`src/pkg/usart_pkg.sv`:
```
// Shared constants and types of the serial transceiver register block.
package usart_pkg;

   // ----------------------------------------------------------------
   // Register map
   // ----------------------------------------------------------------
   localparam logic [7:0] DATA_OFS = 8'h0c;
   localparam logic [7:0] CTRL_B_OFS = 8'h9a;
   localparam logic [7:0] STAT_A_OFS = 8'h9b;
   localparam logic [7:0] DSPACE_SHIFT = 8'h20;
   localparam logic [7:0] IO_SPACE_END = 8'h40;
   localparam logic [7:0] DATA_RST = 8'h00;

   // ----------------------------------------------------------------
   // Timing and sizes
   // ----------------------------------------------------------------
   localparam logic [4:0] OSR_NORMAL = 5'h10;
   localparam logic [4:0] OSR_DOUBLE = 5'h08;
   localparam int TX_FIFO_DEPTH = 16;
   localparam int CHAR_WIDTH = 9;

   // ----------------------------------------------------------------
   // Field layouts, most significant bit first
   // ----------------------------------------------------------------
   typedef struct packed {
      logic rx_complete_irq_enable;
      logic tx_complete_irq_enable;
      logic tx_empty_irq_enable;
      logic receiver_on;
      logic transmitter_on;
      logic char_size_high_bit;
      logic rx_ninth_bit;
      logic tx_ninth_bit;
   } ctrl_b_t;

   typedef struct packed {
      logic rx_complete_flag;
      logic tx_complete_flag;
      logic tx_buffer_empty_flag;
      logic frame_error_flag;
      logic overrun_flag;
      logic parity_error_flag;
      logic double_speed_select;
      logic multiprocessor_filter_mode;
   } status_a_t;

   localparam ctrl_b_t CTRL_B_RST = 8'h00;
   localparam status_a_t STAT_A_RST = 8'h20;

   typedef struct packed {
      logic [CHAR_WIDTH-1:0] data;
      logic frame_err;
      logic parity_err;
   } rx_entry_t;

   typedef struct packed {
      logic io_space;
      logic [7:0] addr;
      logic wr;
      logic rd;
      logic [7:0] wdata;
   } io_req_t;

   typedef struct packed {
      logic [1:0] size_low;
      logic [1:0] parity_mode;
      logic two_stop;
   } frame_cfg_t;

   typedef enum logic [2:0] {LINE_IDLE, LINE_START, LINE_DATA, LINE_PARITY, LINE_STOP} line_state_t;

endpackage

```
`src/rtl/usart_buffer_status_control.sv`:
```
// Data buffers, status flags and line engines of the serial transceiver.
`timescale 1ns/1ns

// ----------------------------------------------------------------
// Transmit word FIFO
// ----------------------------------------------------------------
module tx_word_fifo #(
   parameter int WIDTH = 9,
   parameter int DEPTH = 16
) (
   input wire logic clk_i,               // system clock
   input wire logic rst_n_i,             // asynchronous reset, active low
   input wire logic ce_i,                // clock enable
   input wire logic in_valid_i,          // write request
   output logic in_ready_o,              // space available
   input wire logic [WIDTH-1:0] in_data_i, // write word
   output logic out_valid_o,             // word available
   input wire logic out_ready_i,         // read request
   output logic [WIDTH-1:0] out_data_o   // head word
);
   localparam int AW = $clog2(DEPTH);

   typedef struct packed {
      logic [DEPTH-1:0][WIDTH-1:0] mem;
      logic [AW-1:0] wr_ptr;
      logic [AW-1:0] rd_ptr;
      logic [AW:0] count;
   } fifo_state_t;

   fifo_state_t q;
   fifo_state_t d;
   logic push;
   logic pop;

   assign in_ready_o = q.count != (AW+1)'(DEPTH);
   assign out_valid_o = q.count != '0;
   assign out_data_o = q.mem[q.rd_ptr];
   assign push = in_valid_i && in_ready_o;
   assign pop = out_ready_i && out_valid_o;

   always_comb begin
      d = q;
      if (push) begin
         d.mem[q.wr_ptr] = in_data_i;
         d.wr_ptr = (q.wr_ptr == AW'(DEPTH - 1)) ? '0 : q.wr_ptr + 1'b1;
      end
      if (pop) begin
         d.rd_ptr = (q.rd_ptr == AW'(DEPTH - 1)) ? '0 : q.rd_ptr + 1'b1;
      end
      if (push && !pop) begin
         d.count = q.count + 1'b1;
      end else if (pop && !push) begin
         d.count = q.count - 1'b1;
      end
   end

   always_ff @(posedge clk_i or negedge rst_n_i) begin
      if (!rst_n_i) begin
         q <= '0;
      end else if (ce_i) begin
         q <= d;
      end
   end
endmodule

// ----------------------------------------------------------------
// Transceiver top
// ----------------------------------------------------------------
module usart_buffer_status_control
   import usart_pkg::*;
#(
   parameter int TX_DEPTH = TX_FIFO_DEPTH
) (
   input wire logic REF_CLK_I,           // system clock
   input wire logic ARST_N_I,            // asynchronous reset, active low
   input wire logic CE_I,                // clock enable, freezes all state when low
   input wire io_req_t BUS_REQ_I,        // processor register access
   output logic [7:0] RDATA_O,           // read data, valid the cycle after a read
   input wire logic GLOBAL_IRQ_EN_I,     // processor global interrupt enable
   input wire logic TXC_IRQ_ACK_I,       // transmit-complete interrupt taken
   input wire logic [11:0] BAUD_DIV_I,   // baud divider value
   input wire frame_cfg_t FRAME_CFG_I,   // character size, parity, stop bits
   input wire logic RXD_I,               // serial receive pin
   output logic TXD_O,                   // serial transmit pin
   output logic TXD_OE_O,                // transmitter owns transmit pin
   output logic RXD_OWN_O,               // receiver owns receive pin
   output logic RXC_IRQ_O,               // receive-complete interrupt request
   output logic TXC_IRQ_O,               // transmit-complete interrupt request
   output logic UDRE_IRQ_O               // buffer-empty interrupt request
);

   typedef struct packed {
      ctrl_b_t ctrl;
      logic txc;
      logic u2x;
      logic mpcm;
      rx_entry_t [1:0] ent;
      logic [1:0] rx_count;
      rx_entry_t hold;
      logic hold_v;
      logic overrun;
      line_state_t tx_st;
      logic [8:0] tx_sh;
      logic [3:0] tx_bit;
      logic [3:0] tx_tick;
      logic tx_par;
      line_state_t rx_st;
      logic [8:0] rx_sh;
      logic [3:0] rx_bit;
      logic [3:0] rx_tick;
      logic rx_par;
      logic rx_pe;
      logic [11:0] baud;
      logic txd;
      logic txd_oe;
      logic [7:0] rdata;
      logic rxc_irq;
      logic txc_irq;
      logic udre_irq;
   } top_state_t;

   top_state_t q;
   top_state_t d;
   logic f_in_ready;
   logic f_out_valid;
   logic f_pop;
   logic [8:0] f_out_data;
   logic tx_run;
   logic wr_data;
   logic rd_data;

   function automatic logic hit(input io_req_t r, input logic [7:0] ofs);
      if (r.io_space) begin
         hit = (ofs < IO_SPACE_END) && (r.addr == ofs);
      end else if (ofs < IO_SPACE_END) begin
         hit = r.addr == 8'(ofs + DSPACE_SHIFT);
      end else begin
         hit = r.addr == ofs;
      end
   endfunction

   function automatic logic [3:0] char_bits(input logic hi, input logic [1:0] lo);
      if (hi) begin
         char_bits = 4'h9;
      end else begin
         char_bits = 4'(5 + lo);
      end
   endfunction

   // ----------------------------------------------------------------
   // Register decode and transmit buffer
   // ----------------------------------------------------------------
   assign wr_data = BUS_REQ_I.wr && hit(BUS_REQ_I, DATA_OFS);
   assign rd_data = BUS_REQ_I.rd && hit(BUS_REQ_I, DATA_OFS);
   assign tx_run = q.ctrl.transmitter_on || q.txd_oe;
   assign f_pop = tx_run && (q.tx_st == LINE_IDLE);

   // A write without space is refused by the FIFO and leaves queued data intact.
   tx_word_fifo #(
      .WIDTH(CHAR_WIDTH),
      .DEPTH(TX_DEPTH)
   ) u_tx_fifo (
      .clk_i(REF_CLK_I),
      .rst_n_i(ARST_N_I),
      .ce_i(CE_I),
      .in_valid_i(wr_data),
      .in_ready_o(f_in_ready),
      .in_data_i({q.ctrl.tx_ninth_bit, BUS_REQ_I.wdata}),
      .out_valid_o(f_out_valid),
      .out_ready_i(f_pop),
      .out_data_o(f_out_data)
   );

   // ----------------------------------------------------------------
   // Next state
   // ----------------------------------------------------------------
   always_comb begin
      logic tick;
      logic [3:0] osr_m1;
      logic [3:0] nbits;
      logic [8:0] mask;
      logic mid;
      status_a_t st;
      ctrl_b_t cb;
      rx_entry_t e;
      tick = 1'b0;
      osr_m1 = 4'h0;
      nbits = 4'h0;
      mask = 9'h000;
      mid = 1'b0;
      st = '0;
      cb = '0;
      e = '0;
      d = q;

      tick = q.baud == 12'h000;
      d.baud = tick ? BAUD_DIV_I : q.baud - 12'h001;
      osr_m1 = 4'((q.u2x ? OSR_DOUBLE : OSR_NORMAL) - 5'h01);
      nbits = char_bits(q.ctrl.char_size_high_bit, FRAME_CFG_I.size_low);
      mask = 9'h1ff >> (4'h9 - nbits);

      // Register writes.
      if (BUS_REQ_I.wr && hit(BUS_REQ_I, CTRL_B_OFS)) begin
         d.ctrl = ctrl_b_t'(BUS_REQ_I.wdata);
      end
      if (BUS_REQ_I.wr && hit(BUS_REQ_I, STAT_A_OFS)) begin
         st = status_a_t'(BUS_REQ_I.wdata);
         d.u2x = st.double_speed_select;
         d.mpcm = st.multiprocessor_filter_mode;
         if (st.tx_complete_flag) begin
            d.txc = 1'b0;
         end
      end
      if (TXC_IRQ_ACK_I) begin
         d.txc = 1'b0;
      end

      // Register reads; frame and parity error flags describe the head entry.
      st = '0;
      st.rx_complete_flag = q.rx_count != 2'h0;
      st.tx_complete_flag = q.txc;
      st.tx_buffer_empty_flag = f_in_ready;
      st.frame_error_flag = st.rx_complete_flag && q.ent[0].frame_err;
      st.overrun_flag = q.overrun;
      st.parity_error_flag = st.rx_complete_flag && q.ent[0].parity_err;
      st.double_speed_select = q.u2x;
      st.multiprocessor_filter_mode = q.mpcm;
      cb = q.ctrl;
      cb.rx_ninth_bit = q.ent[0].data[8];
      if (rd_data) begin
         d.rdata = q.ent[0].data[7:0];
      end else if (BUS_REQ_I.rd && hit(BUS_REQ_I, STAT_A_OFS)) begin
         d.rdata = st;
      end else if (BUS_REQ_I.rd && hit(BUS_REQ_I, CTRL_B_OFS)) begin
         d.rdata = cb;
      end

      // Receive FIFO pop; a waiting shifter character refills the freed slot.
      if (rd_data) begin
         d.overrun = 1'b0;
         if (q.rx_count != 2'h0) begin
            d.ent[0] = q.ent[1];
            d.rx_count = q.rx_count - 2'h1;
            if (q.hold_v) begin
               d.ent[d.rx_count[0]] = q.hold;
               d.rx_count = d.rx_count + 2'h1;
               d.hold_v = 1'b0;
            end
         end
      end

      // Receiver.
      if (!q.ctrl.receiver_on) begin
         d.rx_count = 2'h0;
         d.hold_v = 1'b0;
         d.overrun = 1'b0;
         d.rx_st = LINE_IDLE;
      end else if (q.rx_st == LINE_IDLE) begin
         if (!RXD_I) begin
            d.rx_st = LINE_START;
            d.rx_tick = 4'h0;
            d.rx_bit = 4'h0;
            d.rx_sh = 9'h000;
            d.rx_par = 1'b0;
            d.rx_pe = 1'b0;
            if (q.rx_count == 2'h2 && q.hold_v) begin
               d.overrun = 1'b1;
            end
         end
      end else if (tick) begin
         d.rx_tick = q.rx_tick + 4'h1;
         mid = q.rx_tick == (osr_m1 >> 1);
         if (mid) begin
            case (q.rx_st)
               LINE_START: begin
                  if (RXD_I) begin
                     d.rx_st = LINE_IDLE;
                  end
               end
               LINE_DATA: begin
                  d.rx_sh[q.rx_bit] = RXD_I;
                  d.rx_par = q.rx_par ^ RXD_I;
               end
               LINE_PARITY: begin
                  d.rx_pe = RXD_I != (q.rx_par ^ FRAME_CFG_I.parity_mode[0]);
               end
               default: begin
                  d.rx_st = LINE_IDLE;
                  e.data = q.rx_sh;
                  e.frame_err = !RXD_I;
                  e.parity_err = q.rx_pe;
                  if (!q.mpcm || nbits != 4'h9 || q.rx_sh[8]) begin
                     if (d.rx_count != 2'h2) begin
                        d.ent[d.rx_count[0]] = e;
                        d.rx_count = d.rx_count + 2'h1;
                     end else if (!d.hold_v) begin
                        d.hold = e;
                        d.hold_v = 1'b1;
                     end
                  end
               end
            endcase
         end else if (q.rx_tick == osr_m1) begin
            d.rx_tick = 4'h0;
            case (q.rx_st)
               LINE_START: begin
                  d.rx_st = LINE_DATA;
               end
               LINE_DATA: begin
                  if (q.rx_bit == nbits - 4'h1) begin
                     d.rx_st = FRAME_CFG_I.parity_mode[1] ? LINE_PARITY : LINE_STOP;
                  end else begin
                     d.rx_bit = q.rx_bit + 4'h1;
                  end
               end
               default: begin
                  d.rx_st = LINE_STOP;
               end
            endcase
         end
      end

      // Transmitter.
      if (q.tx_st == LINE_IDLE) begin
         if (f_pop && f_out_valid) begin
            d.tx_st = LINE_START;
            d.tx_sh = f_out_data & mask;
            d.tx_par = (^(f_out_data & mask)) ^ FRAME_CFG_I.parity_mode[0];
            d.tx_tick = 4'h0;
            d.tx_bit = 4'h0;
         end
      end else if (tick) begin
         d.tx_tick = q.tx_tick + 4'h1;
         if (q.tx_tick == osr_m1) begin
            d.tx_tick = 4'h0;
            case (q.tx_st)
               LINE_START: begin
                  d.tx_st = LINE_DATA;
               end
               LINE_DATA: begin
                  if (q.tx_bit == nbits - 4'h1) begin
                     d.tx_bit = 4'h0;
                     d.tx_st = FRAME_CFG_I.parity_mode[1] ? LINE_PARITY : LINE_STOP;
                  end else begin
                     d.tx_bit = q.tx_bit + 4'h1;
                  end
               end
               LINE_PARITY: begin
                  d.tx_st = LINE_STOP;
               end
               default: begin
                  if (FRAME_CFG_I.two_stop && q.tx_bit == 4'h0) begin
                     d.tx_bit = 4'h1;
                  end else begin
                     d.tx_st = LINE_IDLE;
                     if (!f_out_valid) begin
                        d.txc = 1'b1;
                     end
                  end
               end
            endcase
         end
      end
      case (d.tx_st)
         LINE_START: d.txd = 1'b0;
         LINE_DATA: d.txd = d.tx_sh[d.tx_bit];
         LINE_PARITY: d.txd = d.tx_par;
         default: d.txd = 1'b1;
      endcase
      d.txd_oe = q.ctrl.transmitter_on || (q.txd_oe && (d.tx_st != LINE_IDLE || f_out_valid));

      // Interrupt requests.
      d.rxc_irq = q.ctrl.rx_complete_irq_enable && GLOBAL_IRQ_EN_I && (q.rx_count != 2'h0);
      d.txc_irq = q.ctrl.tx_complete_irq_enable && GLOBAL_IRQ_EN_I && q.txc;
      d.udre_irq = q.ctrl.tx_empty_irq_enable && GLOBAL_IRQ_EN_I && f_in_ready;
   end

   // ----------------------------------------------------------------
   // State register
   // ----------------------------------------------------------------
   always_ff @(posedge REF_CLK_I or negedge ARST_N_I) begin
      if (!ARST_N_I) begin
         q <= '0;
         q.ctrl <= CTRL_B_RST;
         q.u2x <= STAT_A_RST.double_speed_select;
         q.mpcm <= STAT_A_RST.multiprocessor_filter_mode;
         q.txd <= 1'b1;
         q.rdata <= DATA_RST;
      end else if (CE_I) begin
         q <= d;
      end
   end

   assign RDATA_O = q.rdata;
   assign TXD_O = q.txd;
   assign TXD_OE_O = q.txd_oe;
   assign RXD_OWN_O = q.ctrl.receiver_on;
   assign RXC_IRQ_O = q.rxc_irq;
   assign TXC_IRQ_O = q.txc_irq;
   assign UDRE_IRQ_O = q.udre_irq;
endmodule

```
`config.mk`:
```
export PLATFORM = sky130hd
export DESIGN_NAME = usart_buffer_status_control
export DESIGN_NICKNAME = d
export VERILOG_FILES = /design/src/pkg/usart_pkg.sv /design/src/rtl/usart_buffer_status_control.sv
export SDC_FILE = /design/constraint.sdc
export NUM_CORES = 1
export LEC_CHECK = 0
export BUFFER_PORTS_ARGS = -buffer_cell sky130_fd_sc_hd__buf_2
export CORE_MARGIN = 2
export CORE_UTILIZATION = 55
export DETAILED_ROUTE_END_ITERATION = 7
export GPL_ROUTABILITY_DRIVEN = 0
export PLACE_DENSITY = 0.72
export SETUP_SLACK_MARGIN = 0.3
export SLEW_MARGIN = 20
export SYNTH_ARGS = -nofsm -noshare
export SYNTH_HDL_FRONTEND = slang
export SYNTH_HIERARCHICAL = 1
export SYNTH_SLANG_ARGS = --single-unit
```
`constraint.sdc`:
```
create_clock -name REF_CLK_I -period 3 [get_ports REF_CLK_I]
set_input_delay 0.45 -clock REF_CLK_I [delete_from_list [all_inputs] [get_ports REF_CLK_I]]
set_output_delay 0.45 -clock REF_CLK_I [all_outputs]
set_load 0.03 [all_outputs]
```
==> results of run 1 <==
flip-flops by register name (all words and copies together), names as in the netlist:
| register | cells |
|---|---|
| RXC_IRQ_O | 1 |
| TXD_O | 1 |
| RXD_OWN_O | 1 |
| UDRE_IRQ_O | 1 |
| TXD_OE_O | 1 |
| TXC_IRQ_O | 1 |
| RDATA_O | 8 |
| u_tx_fifo/q | 157 |
| q | 101 |
routing by layer:
layer	up-vias	share of wire (%)	track usage, %
met1	5221	44	34.79
met3	64	5.4	3.646
met5	-	0	0
met2	321	48	41.94
li1	4858	-	-
met4	0	2.6	6.897
placed cells by master, fill, tap and decap left out, types with 9 or more instances in the layout:
cell type	synthesis	layout
inv_1	42	36
mux2_4	36	37
nand3_1	22	22
xnor2_1	16	15
buf_2	9	54
xor2_1	10	9
o22ai_1	25	25
mux4_2	27	27
nand2_1	121	120
clkbuf_16	0	29
o21ai_0	81	71
ha_1	29	25
a31oi_1	10	10
nor2b_1	22	19
buf_4	8	89
dfrtp_1	271	268
nor3_1	13	13
mux2_2	163	162
nor2_1	66	65
a221o_1	9	9
mux2i_1	25	25
a21oi_1	53	53
worst max-delay path by stage:
stage               cells past startpoint            from  slack, ns     to
finish                                 10           q[14]       0.18  TXD_O
global placement                       12  FRAME_CFG_I[3]       0.01  TXD_O
global route                           10           q[13]       0.05  TXD_O
CTS                                    10           q[13]       0.11  TXD_O
floorplan                              11  FRAME_CFG_I[3]       0.23  TXD_O
detailed placement                     12  FRAME_CFG_I[3]      -0.01  TXD_O
power by group through the flow:
stage          sequential (mW)  clock, mW  combinational [mW]
2_1_floorplan             3.97          0               0.414
3_3_place_gp              3.98          0               0.691
3_5_place_dp              3.98          0               0.709
5_1_grt                   3.94       4.09               0.856
6_report                  3.92       3.90               0.765
4_1_cts                   3.92       3.93               0.737
stage by stage:
step / util, % / instance area [µm²] / hold slack [ns] / setup slack (ns) / instances
after floorplan: - / 14540 / 0.1544 / 0.2271 / 1276
after global placement: 59.61 / 15490 / 0.4565 / 0.01084 / 1665
after detailed placement: 59.61 / 15490 / 0.4649 / -0.01267 / 1665
after CTS: 63.97 / 16620 / 0.1166 / 0.1146 / 1725
after global routing: 65.24 / 16950 / 0.1451 / 0.04792 / 1744
final: 65.24 / 16950 / 0.1245 / 0.1759 / 1744
area by class of cell:
class / instances / area, µm² / area share, %
sequential: 272 / 6814 / 40.20
inverter: 43 / 161.4 / 0.9522
tap: 335 / 419.2 / 2.473
clock inverter: 18 / 262.8 / 1.550
clock buffer: 33 / 770.7 / 4.547
timing repair buffer: 155 / 1124 / 6.628
multi-input combinational: 888 / 7400 / 43.65
logic make-up after synthesis:
logic type	after synthesis
AO/OA/AOI/OAI	239
XOR/XNOR	26
adder cells (fa/ha/maj)	30
buffers and inverters	117
flip-flops	272
multiplexers	251
AND/OR/NAND/NOR	341
critical path, delay by kind of cell, from the launching register on:
| kind | cells | cell delay (ns) |
|---|---|---|
| fa+ha+maj | 1 | 0.12 |
| compound gates | 4 | 0.95 |
| buf+inv | 1 | 0.08 |
| simple gates | 4 | 1.22 |
| flops | 1 | 0.39 |
synth_stat cells, types with 7 or more instances:
cell | number | area (µm²)
xnor2_1 | 16 | 140.1
xor2_1 | 10 | 87.58
a21oi_1 | 53 | 265.3
nand3_1 | 22 | 110.1
nand2b_1 | 10 | 62.56
dfrtp_1 | 271 | 6782
nand4_1 | 8 | 50.05
a31oi_1 | 10 | 62.56
or3_1 | 8 | 50.05
a22o_1 | 8 | 70.07
mux2_4 | 36 | 540.5
buf_4 | 8 | 60.06
mux2_2 | 163 | 1836
a221o_1 | 9 | 90.09
nor2_1 | 66 | 247.7
mux4_2 | 27 | 608.1
nor2b_1 | 22 | 137.6
o221ai_1 | 10 | 87.58
nor3_1 | 13 | 65.06
ha_1 | 29 | 362.9
mux2i_1 | 25 | 250.2
o21ai_0 | 81 | 405.4
inv_1 | 42 | 157.7
o22ai_1 | 25 | 156.4
clkbuf_1 | 48 | 180.2
buf_2 | 9 | 45.04
nand2_1 | 121 | 454.2
o211ai_1 | 7 | 52.55
buf_1 | 7 | 26.28
timing repair:
| action | CTS | global route |
|---|---|---|
| setup endpoints to repair | 22 | 45 |
| setup buffers | 8 | 17 |
| gates cloned | 0 | 2 |
| endpoints found under the hold margin | 71 | 0 |
| hold buffers | 1 | 0 |
| pin swaps | 5 | 16 |
| resized for setup | 8 | 54 |
==> results.yml, run 1 <==
global_route:
  grt_max_degree: 79
  grt_pass1_wl_um: 56460
  grt_pass1_vias: 10375
  antenna_found_initial: 0
  track_usage_pct: 25.16
  grt-ovfl-total: 0
synth:
  synthArstFlopShare_pct: 100.0
  syn-num-nets: 1348
  synth-edff-count: 0
  synth_top_family_by_area: "multiplexers"
  synthesis.area_um2: 14500
  yosysWarnings: 6
  yosys.cell_types.count: 79
  synth_compound_area_share_pct: 10.42
  synth.area.mux_share_pct: 22.31
  ys_ff_latch: 272
  synth_seq_area_share_pct: 46.96
  synthSimpleGateAreaFrac_pct: 12.68
  synthXorXnorAreaFrac_pct: 1.571
  synthFlopType: "dfrtp_1"
  syn_inst: 1276
  synthAdderAreaFrac_pct: 2.641
  syn_area_per_cell_um2: 11.36
detailed_routing:
  wl_per_cell_um: 20.43
  vias: 10464
  viasPerCell: 6.000
  drcViolationCount: 0
  firstDrtPassIters: 6
  drt_iter0_drc: 886
  wirelength_um: 35640
  postRouteAntennaNets: 0
sta:
  clock_skew_ns: 0.01530
  period_share_pct: 94.14
  setup_violations: 0
  hold_violations: 0
  fmax_mhz: 354.1
  worst_pin_slew_ns: 0.9761
  relSlewSlack_pct: 34.64
  rsz0062_at_grt: "yes"
  tns_ns: 0
  drv_slew: 0
  finalCriticalPeriod_ns: 2.824
power_and_ir_drop:
  ir_drop_uv: 650.9
  p_int_mw: 6.453
  combPwrFrac_pct: 8.9
  p_sw_share_pct: 24.83
  leakage_nw: 8.132
  p_switching_mw: 2.132
  power_density_nw_per_um2: 506.5
  p_seq_share_pct: 45.7
  p_total_mw: 8.585
  clkPwrFrac_pct: 45.4
cts:
  clock-sinks: 272
  root_buffer: "clkbuf_16"
  max-clock-path-buffers: 3
  clkTransAtPathRegs_ns: 0.06
  cts_tree: "built"
  worstSkewPairLatency_ns: 0.57
  numCtsBuffers: 29
  h-tree-depth: 1
worst_setup_path:
  crit_path_start_kind: "register"
  reg2reg_depth: 10
  slowest_stage: "or3b_4"
  path_cells: "inv_2, ha_4, nor4b_4, nand3_2, o31a_1, a311o_1, a211oi_2, or3b_4, or3b_1, o221ai_2"
  rrSetupSlack_ns: 0.18
  critPathArrivalTime_ns: 3.31
  crit_type: "reg2reg"
  rr_endpoint: "TXD_O"
  critical-path-max-stage-delay_ns: 0.40
  worstReg2RegStart: "q[14]"
  required_ns: 3.48
  path_max_fanout: 4
  end_kind: "register"
floorplanning:
  fp.dieH_um: 166.4
  core_um2: 25980
  die-area_um2: 27670
  io_pins: 56
  die_w_um: 166.4
  rows: 59
  start_util_pct: 55.79
placement:
  io_buffers: 55
  dp_hpwl_um: 23580
job:
  drv_cap: 0
cells_and_area:
  syn_to_final_growth_pct: 16.93
  final.fill_count: 2011
  nNetsFinal: 1461
  diodes: 0
  drive_above_1_share_pct: 35.77
status:
  outcome: "complete, no violations"
min_path:
  hold_path.class: "in2reg"
  hold_end: "q[15]"
  min-delay-start: "BAUD_DIV_I[2]"
  hold-path-cell-count: 3
Note: power is estimated with default switching activity, not from simulation.
==> run 2: changes to the inputs <==
CTS_BUF_LIST = sky130_fd_sc_hd__clkbuf_4 sky130_fd_sc_hd__clkbuf_8 sky130_fd_sc_hd__clkbuf_16   (was unset)
SLEW_MARGIN = unset   (was 20)
==> results.yml, run 2 (synthesized netlist as in run 1, its figures left out) <==
cts:
  clkTransAtPathRegs_ns: 0.06
  clock-sinks: 272
  numCtsBuffers: 29
  max-clock-path-buffers: 3
  root_buffer: "clkbuf_16"
  cts_tree: "built"
  worstSkewPairLatency_ns: 0.57
  h-tree-depth: 1
worst_setup_path:
  critPathArrivalTime_ns: 3.31
  rr_endpoint: "TXD_O"
  reg2reg_depth: 10
  rrSetupSlack_ns: 0.17
  worstReg2RegStart: "q[13]"
  crit_path_start_kind: "register"
  crit_type: "reg2reg"
  required_ns: 3.48
  path_max_fanout: 4
  end_kind: "register"
placement:
  dp_cells: 1665
  dp_hpwl_um: 23580
  placed_cell_area_um2: 15490
  io_buffers: 55
  dp_slack_ns: -0.01267
floorplanning:
  start_util_pct: 55.79
  core_um2: 25980
  die_w_um: 166.4
  io_pins: 56
  rows: 59
  die-area_um2: 27670
  fp.dieH_um: 166.4
cells_and_area:
  regMostFlops: "u_tx_fifo/q"
  final_common_cell: "dfrtp_1"
  syn_to_final_growth_pct: 16.96
  final_cell_mix: "dfrtp_1 (268), mux2_2 (162), nand2_1 (120), buf_4 (89), o21ai_0 (71)"
  fin_cells: 1744
  final.fill_count: 2009
  diodes: 0
  largest_register_ff_count: 157
  drive_above_1_share_pct: 35.84
  nNetsFinal: 1461
  design_area_um2: 16960
min_path:
  hold-path-cell-count: 3
  min-delay-start: "BAUD_DIV_I[2]"
  hold_end: "q[15]"
  hold_path.class: "in2reg"
detailed_routing:
  viasPerCell: 6.003
  postRouteAntennaNets: 0
  drcViolationCount: 0
  vias: 10470
  wl_per_cell_um: 20.44
  drt_iter0_drc: 887
  wirelength_um: 35650
  firstDrtPassIters: 6
sta:
  hold_violations: 0
  worst_pin_slew_ns: 0.9761
  whs_ns: 0.1253
  postLayoutSetupSlackWorst_ns: 0.1735
  clock_skew_ns: 0.01671
  rsz0062_at_grt: "yes"
  relSlewSlack_pct: 34.64
  finalCriticalPeriod_ns: 2.826
  fmax_mhz: 353.8
  setup_violations: 0
  period_share_pct: 94.22
  drv_slew: 0
power_and_ir_drop:
  ir_drop_uv: 651.0
  p_sw_share_pct: 24.82
  p_int_mw: 6.463
  combPwrFrac_pct: 8.9
  leakage_nw: 8.136
  p_switching_mw: 2.134
  power_density_nw_per_um2: 507.0
  p_seq_share_pct: 45.6
  clkPwrFrac_pct: 45.5
global_route:
  antenna_found_initial: 0
  grt_pass1_vias: 10375
  grt_max_degree: 79
  track_usage_pct: 25.16
  grt-ovfl-total: 0
  grt_pass1_wl_um: 56460
job:
  drv_cap: 0
status:
  outcome: "complete, no violations"
-- run 2: cell counts in the layout (fill, tap and decap cells not counted) --
No cell type changed its count.
-- run 2: through the flow --
| step | util (%) | setup TNS (ns) | power (mW) |
|---|---|---|---|
| 3_3_place_gp | 59.61 | 0 | 4.668 |
| 3_5_place_dp | 59.61 | -0.01267 | 4.692 |
| 6_report | 65.25 | 0 | 8.597 |
| 5_1_grt | 65.25 | 0 | 8.891 |
| 2_1_floorplan | - | 0 | 4.383 |
| 4_1_cts | 63.99 | 0 | 8.598 |
-- run 2: worst max-delay path: stages (launching register included) --
cell,delay (ns)
dfrtp_1,0.38
inv_2,0.08
ha_4,0.13
nor4b_4,0.27
nand3_2,0.18
o31a_1,0.36
a311o_1,0.29
a211oi_2,0.17
or3b_4,0.40
or3b_1,0.37
o221ai_2,0.13
-- run 2: layout make-up --
cell class | count | area (µm²) | share of cell area, %
Timing Repair Buffer | 155 | 1124 | 6.627
Clock inverter | 18 | 262.8 | 1.550
Inverter | 43 | 161.4 | 0.9520
Multi-Input combinational cell | 888 | 7400 | 43.64
Sequential cell | 272 | 6814 | 40.19
Tap cell | 335 | 419.2 | 2.472
Clock buffer | 33 | 774.5 | 4.568
-- run 2: metal layers --
layer / vias to the layer above / GRT usage, % / routed length (µm)
met5: - / 0 / 0
met4: 0 / 6.897 / 886
met3: 61 / 3.646 / 1933
met2: 332 / 41.94 / 17170
met1: 5220 / 34.79 / 15660
li1: 4857 / - / -
-- run 2: what timing repair did --
item,4_1_cts,5_1_grt
gates cloned,0,2
setup endpoints to repair,22,45
pin swaps,5,16
hold buffers,1,0
setup buffers,8,17
endpoints found under the hold margin,71,0
gates resized for setup,8,54
-- run 2: power groups by stage --
stage,Sequential [mW],Combinational [mW],Clock (mW)
after floorplan,3.97,0.414,0
after global placement,3.98,0.691,0
after detailed placement,3.98,0.709,0
after CTS,3.92,0.737,3.94
after global routing,3.94,0.856,4.10
final,3.92,0.765,3.91
-- run 2: worst max path at each step --
stage                   startpoint    end  slack, ns  cells after the start
floorplan           FRAME_CFG_I[3]  TXD_O       0.23                     11
global placement    FRAME_CFG_I[3]  TXD_O       0.01                     12
detailed placement  FRAME_CFG_I[3]  TXD_O      -0.01                     12
CTS                          q[13]  TXD_O       0.11                     10
global route                 q[13]  TXD_O       0.05                     10
finish                       q[13]  TXD_O       0.17                     10
